===== config.mk =====
export PLATFORM = sky130hd
export DESIGN_NAME = sbst_tap
export DESIGN_NICKNAME = d
export VERILOG_FILES = /design/src/core/sbst_buf2.v /design/src/core/sbst_tap.v
export VERILOG_INCLUDE_DIRS = /design/src /design/src/inc
export SDC_FILE = /design/constraint.sdc
export NUM_CORES = 1
export LEC_CHECK = 0
export BUFFER_PORTS_ARGS = -buffer_cell sky130_fd_sc_hd__buf_2
export CAP_MARGIN = 20
export CORE_MARGIN = 4
export CORE_UTILIZATION = 55
export CTS_CLUSTER_SIZE = 24
export DETAILED_ROUTE_END_ITERATION = 16
export PLACE_DENSITY = 0.78
export SLEW_MARGIN = 20
export SYNTH_ARGS = -nofsm -noshare
export SYNTH_HDL_FRONTEND = slang
export SYNTH_SLANG_ARGS = --single-unit

===== constraint.sdc =====
create_clock -name mclk -period 3.5 [get_ports mclk]
set_input_delay 0.35 -clock mclk [delete_from_list [all_inputs] [get_ports mclk]]
set_output_delay 0.35 -clock mclk [all_outputs]
set_load 0.1 [all_outputs]

===== src/inc/sbst_map.vh =====
`ifndef SBST_MAP_VH
`define SBST_MAP_VH

// ----------------------------------------------------------------
// widths
// ----------------------------------------------------------------
`define SBST_IR_W 3
`define SBST_ID_W 32
`define SBST_BSR_W 16

// ----------------------------------------------------------------
// instruction codes, msb on the left
// ----------------------------------------------------------------
`define SBST_OP_EXTEST 3'h0
`define SBST_OP_IDCODE 3'h1
`define SBST_OP_SAMPZ 3'h2
`define SBST_OP_PRIV0 3'h3
`define SBST_OP_SAMPLE 3'h4
`define SBST_OP_PRIV1 3'h5
`define SBST_OP_PRIV2 3'h6
`define SBST_OP_BYPASS 3'h7

// ----------------------------------------------------------------
// capture values and pinless cells
// ----------------------------------------------------------------
`define SBST_IR_CAPTURE 3'h1
`define SBST_BYP_CAPTURE 1'h0
`define SBST_PINLESS_MASK 16'hc000
`define SBST_PINLESS_DFLT 16'hffff

`endif


===== src/core/sbst_buf2.v =====
`timescale 1ns/100ps
`default_nettype none

module sbst_buf2 #(
   parameter W = 16
) (
   input wire mclk,
   input wire rst_n,
   input wire inValid,
   output wire inReady,
   input wire [W-1:0] inData,
   output wire outValid,
   input wire outReady,
   output reg [W-1:0] outData
);

   // ----------------------------------------------------------------
   // two entries: head register drives the port, tail holds the spare
   // ----------------------------------------------------------------
   reg [W-1:0] tail;
   reg [1:0] count;
   wire push;
   wire pop;

   assign inReady = (count != 2'h2);
   assign outValid = (count != 2'h0);
   assign push = inValid && inReady;
   assign pop = outValid && outReady;

   always @(posedge mclk or negedge rst_n) begin
      if (!rst_n) begin
         outData <= {W{1'b0}};
         tail <= {W{1'b0}};
         count <= 2'h0;
      end else begin
         if (pop) begin
            if (count == 2'h2) begin
               outData <= tail;
            end else if (push) begin
               outData <= inData;
            end
         end else if (push && count == 2'h0) begin
            outData <= inData;
         end
         if (push && ((count == 2'h1 && !pop) || (count == 2'h2 && pop))) begin
            tail <= inData;
         end
         if (push && !pop) begin
            count <= count + 2'h1;
         end else if (pop && !push) begin
            count <= count - 2'h1;
         end
      end
   end

endmodule // sbst_buf2

`default_nettype wire


===== src/core/sbst_tap.v =====
`timescale 1ns/100ps
`default_nettype none
`include "sbst_map.vh"

module sbst_tap #(
   // arbitrary neutral value, bit 0 set as the identity format expects
   parameter [`SBST_ID_W-1:0] ID_CODE = 32'h0a5a5001
) (
   input wire mclk,
   input wire rst_n,
   input wire tck,
   input wire tms,
   input wire tdi,
   output reg tdo,
   output reg tdoOe,
   input wire [`SBST_BSR_W-1:0] pinLevel,
   output wire [`SBST_BSR_W-1:0] bsrOut,
   output wire bsrOutValid,
   input wire bsrOutReady,
   output reg outFloat,
   output reg outDrive
);

   // ----------------------------------------------------------------
   // controller states
   // ----------------------------------------------------------------
   localparam [3:0] ST_TLR = 4'h0;
   localparam [3:0] ST_IDLE = 4'h1;
   localparam [3:0] ST_SELDR = 4'h2;
   localparam [3:0] ST_CAPDR = 4'h3;
   localparam [3:0] ST_SHDR = 4'h4;
   localparam [3:0] ST_EX1DR = 4'h5;
   localparam [3:0] ST_PSDR = 4'h6;
   localparam [3:0] ST_EX2DR = 4'h7;
   localparam [3:0] ST_UPDR = 4'h8;
   localparam [3:0] ST_SELIR = 4'h9;
   localparam [3:0] ST_CAPIR = 4'ha;
   localparam [3:0] ST_SHIR = 4'hb;
   localparam [3:0] ST_EX1IR = 4'hc;
   localparam [3:0] ST_PSIR = 4'hd;
   localparam [3:0] ST_EX2IR = 4'he;
   localparam [3:0] ST_UPIR = 4'hf;

   // ----------------------------------------------------------------
   // pin synchronisers and tck edge finding
   // ----------------------------------------------------------------
   reg tckMeta, tckSync, tckPrev;
   reg tmsMeta, tmsSync;
   reg tdiMeta, tdiSync;
   reg [`SBST_BSR_W-1:0] pinMeta, pinSync;
   wire tckRise;
   wire tckFall;

   always @(posedge mclk or negedge rst_n) begin
      if (!rst_n) begin
         tckMeta <= 1'b0;
         tckSync <= 1'b0;
         tckPrev <= 1'b0;
         tmsMeta <= 1'b1;
         tmsSync <= 1'b1;
         tdiMeta <= 1'b1;
         tdiSync <= 1'b1;
         pinMeta <= {`SBST_BSR_W{1'b0}};
         pinSync <= {`SBST_BSR_W{1'b0}};
      end else begin
         tckMeta <= tck;
         tckSync <= tckMeta;
         tckPrev <= tckSync;
         tmsMeta <= tms;
         tmsSync <= tmsMeta;
         tdiMeta <= tdi;
         tdiSync <= tdiMeta;
         // pins are only observed here; the pinless mask gates them later on their way to the array
         pinMeta <= pinLevel;
         pinSync <= pinMeta;
      end
   end

   assign tckRise = tckSync && !tckPrev;
   assign tckFall = !tckSync && tckPrev;

   // ----------------------------------------------------------------
   // controller state machine
   // ----------------------------------------------------------------
   reg [3:0] state;
   reg [3:0] next_state;

   always @* begin
      case (state)
         ST_TLR: next_state = tmsSync ? ST_TLR : ST_IDLE;
         ST_IDLE: next_state = tmsSync ? ST_SELDR : ST_IDLE;
         ST_SELDR: next_state = tmsSync ? ST_SELIR : ST_CAPDR;
         ST_CAPDR: next_state = tmsSync ? ST_EX1DR : ST_SHDR;
         ST_SHDR: next_state = tmsSync ? ST_EX1DR : ST_SHDR;
         ST_EX1DR: next_state = tmsSync ? ST_UPDR : ST_PSDR;
         ST_PSDR: next_state = tmsSync ? ST_EX2DR : ST_PSDR;
         ST_EX2DR: next_state = tmsSync ? ST_UPDR : ST_SHDR;
         ST_UPDR: next_state = tmsSync ? ST_SELDR : ST_IDLE;
         ST_SELIR: next_state = tmsSync ? ST_TLR : ST_CAPIR;
         ST_CAPIR: next_state = tmsSync ? ST_EX1IR : ST_SHIR;
         ST_SHIR: next_state = tmsSync ? ST_EX1IR : ST_SHIR;
         ST_EX1IR: next_state = tmsSync ? ST_UPIR : ST_PSIR;
         ST_PSIR: next_state = tmsSync ? ST_EX2IR : ST_PSIR;
         ST_EX2IR: next_state = tmsSync ? ST_UPIR : ST_SHIR;
         ST_UPIR: next_state = tmsSync ? ST_SELDR : ST_IDLE;
         default: next_state = ST_TLR;
      endcase
   end

   always @(posedge mclk or negedge rst_n) begin
      if (!rst_n) begin
         state <= ST_TLR;
      end else if (tckRise) begin
         state <= next_state;
      end
   end

   // ----------------------------------------------------------------
   // instruction, bypass, identity and boundary registers
   // ----------------------------------------------------------------
   reg [`SBST_IR_W-1:0] irShift;
   reg [`SBST_IR_W-1:0] irActive;
   reg bypassBit;
   reg [`SBST_ID_W-1:0] idShift;
   reg [`SBST_BSR_W-1:0] bsr;
   wire selBsr;
   wire selId;
   wire [`SBST_BSR_W-1:0] captureWord;

   // private codes fall back to bypass so the chain stays one bit long
   assign selBsr = (irActive == `SBST_OP_EXTEST) || (irActive == `SBST_OP_SAMPLE)
      || (irActive == `SBST_OP_SAMPZ);
   assign selId = (irActive == `SBST_OP_IDCODE);
   assign captureWord = (pinSync & ~`SBST_PINLESS_MASK)
      | (`SBST_PINLESS_DFLT & `SBST_PINLESS_MASK);

   always @(posedge mclk or negedge rst_n) begin
      if (!rst_n) begin
         irShift <= `SBST_IR_CAPTURE;
         bypassBit <= `SBST_BYP_CAPTURE;
         idShift <= {`SBST_ID_W{1'b0}};
         bsr <= {`SBST_BSR_W{1'b0}};
      end else if (tckRise) begin
         case (state)
            ST_CAPIR: irShift <= `SBST_IR_CAPTURE;
            ST_SHIR: irShift <= {tdiSync, irShift[`SBST_IR_W-1:1]};
            ST_CAPDR: begin
               if (selBsr) begin
                  bsr <= captureWord;
               end else if (selId) begin
                  idShift <= ID_CODE;
               end else begin
                  bypassBit <= `SBST_BYP_CAPTURE;
               end
            end
            ST_SHDR: begin
               if (selBsr) begin
                  bsr <= {tdiSync, bsr[`SBST_BSR_W-1:1]};
               end else if (selId) begin
                  idShift <= {tdiSync, idShift[`SBST_ID_W-1:1]};
               end else begin
                  bypassBit <= tdiSync;
               end
            end
            default: begin
            end
         endcase
      end
   end

   // ----------------------------------------------------------------
   // falling tck: instruction update, tdo, output drive
   // ----------------------------------------------------------------
   reg pushPending;
   wire bufInReady;
   wire updateWord;

   // extest latches the ring onto the drivers at update-ir and update-dr
   assign updateWord = tckFall && (((state == ST_UPIR) && (irShift == `SBST_OP_EXTEST))
      || ((state == ST_UPDR) && (irActive == `SBST_OP_EXTEST)));

   always @(posedge mclk or negedge rst_n) begin
      if (!rst_n) begin
         irActive <= `SBST_OP_IDCODE;
         tdo <= 1'b0;
         tdoOe <= 1'b0;
         outFloat <= 1'b0;
         outDrive <= 1'b0;
      end else begin
         if (state == ST_TLR) begin
            irActive <= `SBST_OP_IDCODE;
            outFloat <= 1'b0;
            outDrive <= 1'b0;
         end else if (tckFall && state == ST_UPIR) begin
            irActive <= irShift;
            outFloat <= (irShift == `SBST_OP_SAMPZ);
            outDrive <= (irShift == `SBST_OP_EXTEST);
         end
         if (tckFall) begin
            tdoOe <= (state == ST_SHIR) || (state == ST_SHDR);
            if (state == ST_SHIR) begin
               tdo <= irShift[0];
            end else if (state == ST_SHDR) begin
               if (selBsr) begin
                  tdo <= bsr[0];
               end else if (selId) begin
                  tdo <= idShift[0];
               end else begin
                  tdo <= bypassBit;
               end
            end else begin
               tdo <= 1'b0;
            end
         end
      end
   end

   // ----------------------------------------------------------------
   // drive words toward the output drivers
   // ----------------------------------------------------------------
   // a full buffer holds one word pending; a second update while still
   // pending replaces it, since only the latest ring value matters
   always @(posedge mclk or negedge rst_n) begin
      if (!rst_n) begin
         pushPending <= 1'b0;
      end else if (updateWord) begin
         pushPending <= 1'b1;
      end else if (bufInReady) begin
         pushPending <= 1'b0;
      end
   end

   sbst_buf2 #(
      .W(`SBST_BSR_W)
   ) u_buf (
      .mclk(mclk),
      .rst_n(rst_n),
      .inValid(pushPending),
      .inReady(bufInReady),
      .inData(bsr),
      .outValid(bsrOutValid),
      .outReady(bsrOutReady),
      .outData(bsrOut)
   );

endmodule // sbst_tap

`default_nettype wire


==> results.cfg <==
[outcome]
status = complete, no violations

[final_layout]
nets = 571
area_delta_synth_final_pct = 19.94
final_cell_area_um2 = 6510
layout-drive-gt1-share = 0.2151
num_antenna_cells = 0
final_cell_mix = dfrtp_1, nand2_1, nor2_1
fill_cells = 665
layout_commonest_cell = dfrtp_1

[global_route]
grt_max_degree = 54
antenna_found_initial = 0
grt_pass1_wl_mm = 18.40
globalRouteOverflowTotal = 0
grt_pass1_vias = 3743
grt.total_usage = 0.2050

[synth]
async_reset_ff_frac = 1.000
ys.flop_type = dfrtp_1
synth.avg_cell_area_um2 = 10.99
synth_cell_types = 48
ys_ff_latch = 133
yosysWarnings = 0
synth_edf_count = 0
synth_seq_area_share = 0.6146
synth_area_um2 = 5428
synth_fp_nets = 520
synthCells = 494

[critical_path]
crit_family = simple AND/OR/NAND/NOR gates
worstPathRequired_ns = 3.90
critical_path_depth = 4
critPathMaxStageDelay_ns = 0.81
path_max_fanout = 32
cp_cell_sequence = or3b_4 -> a2111o_1 -> nor3_1 -> nor2_1
worstPathArrival_ns = 2.97
crit_path_start_kind = flip-flop
critPathBufInv = 0
r2r_cells = 4
endpoint_kind = flip-flop
slowest_stage = a2111o_1
path_class = flip-flop to flip-flop

[die]
die_h_um = 107.3
die_x_um = 107.3
dieArea_um2 = 11520
coreArea_um2 = 9415
start_util = 0.5765
num_rows = 35
ios = 43

[routing]
vias_per_cell = 5.515
drc = 0
drt-pass1-iter-count = 5
detail-route-antenna-nets = 0
vias = 3789
routed_wl_mm = 10.95
avgRoutedWirePerCell_um = 15.94
first_iter_violations = 281

[sta]
min_period_over_period = 0.7324
hold_violations = 0
rsz0062_at_grt = false
setup_viol = 0
worst_pin_slew_ns = 0.9591
max_clock_freq_mhz = 390.1
skew_ns = 0.009486
slew_headroom = 0.3606
min_period_ns = 2.563
drv_slew = 0
finalSetupTns_ns = 0

[power_and_ir_drop]
ir_drop_v = 0.0004424
p_per_area_nw_per_um2 = 840.1
leakage_nw = 3.132

[clock_tree]
post-cts-setup-buffers = 0
cts_buffer_depth = 2
htree_levels = 4
post_cts_resized = 0
clkSinkCount = 133
clk_latency_ns = 0.52
cts_tree = built
clk_pin_slew_ns = 0.06
cts_root_buf = clkbuf_8
cts_made_buffers = 17

[place]
io_buffer_count = 40
routabilityCongestion = 0.8554
place_area_um2 = 5705
hpwl_mm = 6.368

[worst_hold_path]
min_path_cells = 4
hold_path.class = primary input to flip-flop

[run]
cap_violations = 0
==> flip-flops by register name, indices dropped and copies added (netlist names), 2 cells and up <==
signal / flops
u_buf.count: 2
u_buf.outData: 16
pinMeta: 14
u_buf.tail: 16
state: 4
idShift: 32
irShift: 3
irActive: 3
bsr: 16
pinSync: 14
==> stage by stage <==
stage | utilization | total power [mW] | setup WS [ns] | instances | hold slack, ns
after CTS | 0.6906 | 5.490 | 0.9676 | 687 | 0.2872
after floorplan | - | 3.303 | 0.9771 | 494 | 0.05441
final | 0.6914 | 5.469 | 0.9367 | 687 | 0.3164
after global placement | 0.6060 | 3.543 | 1.067 | 637 | 0.3313
after detailed placement | 0.6060 | 3.610 | 0.9776 | 637 | 0.3379
after global routing | 0.6914 | 5.713 | 0.7035 | 687 | 0.3249
==> metal layers <==
layer / vias up / share of wire / track usage
met5: - / 0 / 0
met4: 0 / 0.012 / 0.07665
met3: 13 / 0.050 / 0.05219
met2: 127 / 0.50 / 0.3338
met1: 1874 / 0.44 / 0.2662
li1: 1775 / - / -
==> path summary, 6_finish.rpt <==
kind | startpoint | endpoint | slack [ns]
max | state[0] | idShift[17] | 0.94
min | bsrOutReady | u_buf.count[0] | 0.32
max reg2reg | state[0] | idShift[17] | 0.94
min reg2reg | pinMeta[1] | pinSync[1] | 0.35
max in group asynchronous | rst_n | irActive[0] | 2.21
min in group asynchronous | rst_n | outDrive | 0.41
==> power by group <==
group	internal (mW)	switching, mW
Sequential	1.78	0.230
Clock	1.16	0.680
Combinational	0.362	1.25
==> cell families after synthesis <==
kind of cell,Yosys count,share of synthesized area
xor gates and xnor gates,2,0.003228
muxes,51,0.1012
adders and majority gates,5,0.01107
DFF,133,0.6146
and+or+nand+nor,202,0.1641
AOI/OAI and AO/OA,56,0.06939
buffers and inverters,45,0.03642
==> what timing repair did <==
item | in CTS | in global routing
setup endpoints to repair | 0 | 0
hold buffers | 18 | 0
hold endpoints to repair | 63 | 0
==> layout make-up <==
cell class	count	area [um2]	share of cell area
Multi-Input combinational cell	316	1914	0.2941
Clock inverter	14	198.9	0.03056
Inverter	15	56.30	0.008649
Sequential cell	133	3336	0.5124
Timing Repair Buffer	62	425.4	0.06535
Tap cell	129	161.4	0.02479
Clock buffer	18	417.9	0.06419
==> worst register-to-register path, stage by stage (launching register included) <==
cell	delay, ns
dfrtp_1	0.65
or3b_4	0.55
a2111o_1	0.81
nor3_1	0.36
nor2_1	0.07
==> Yosys cell counts, drive strengths merged (2+ instances only) <==
cell type  instances  area, um2
o41ai              2      17.52
mux2i             20      200.2
a311oi             2      17.52
o211ai             3      22.52
mux2              31      349.1
nor4b              2      23.77
dfstp              6      157.7
nand2             97      364.1
clkbuf            12      45.04
a31oi              3      18.77
a21oi             22      113.9
nand3             28      145.1
nor2b              2      12.51
nand2b             6      37.54
nor3              13      65.06
inv               15      56.31
o221ai             2      17.52
ha                 4      50.05
o21ai              9      45.04
a22oi              6      45.04
and3               2      12.51
nor2              44      165.2
buf               18      96.35
or3b               2      20.02
or4                2      15.01
dfrtp            127       3178
Note: power is estimated with default switching activity, not from simulation.
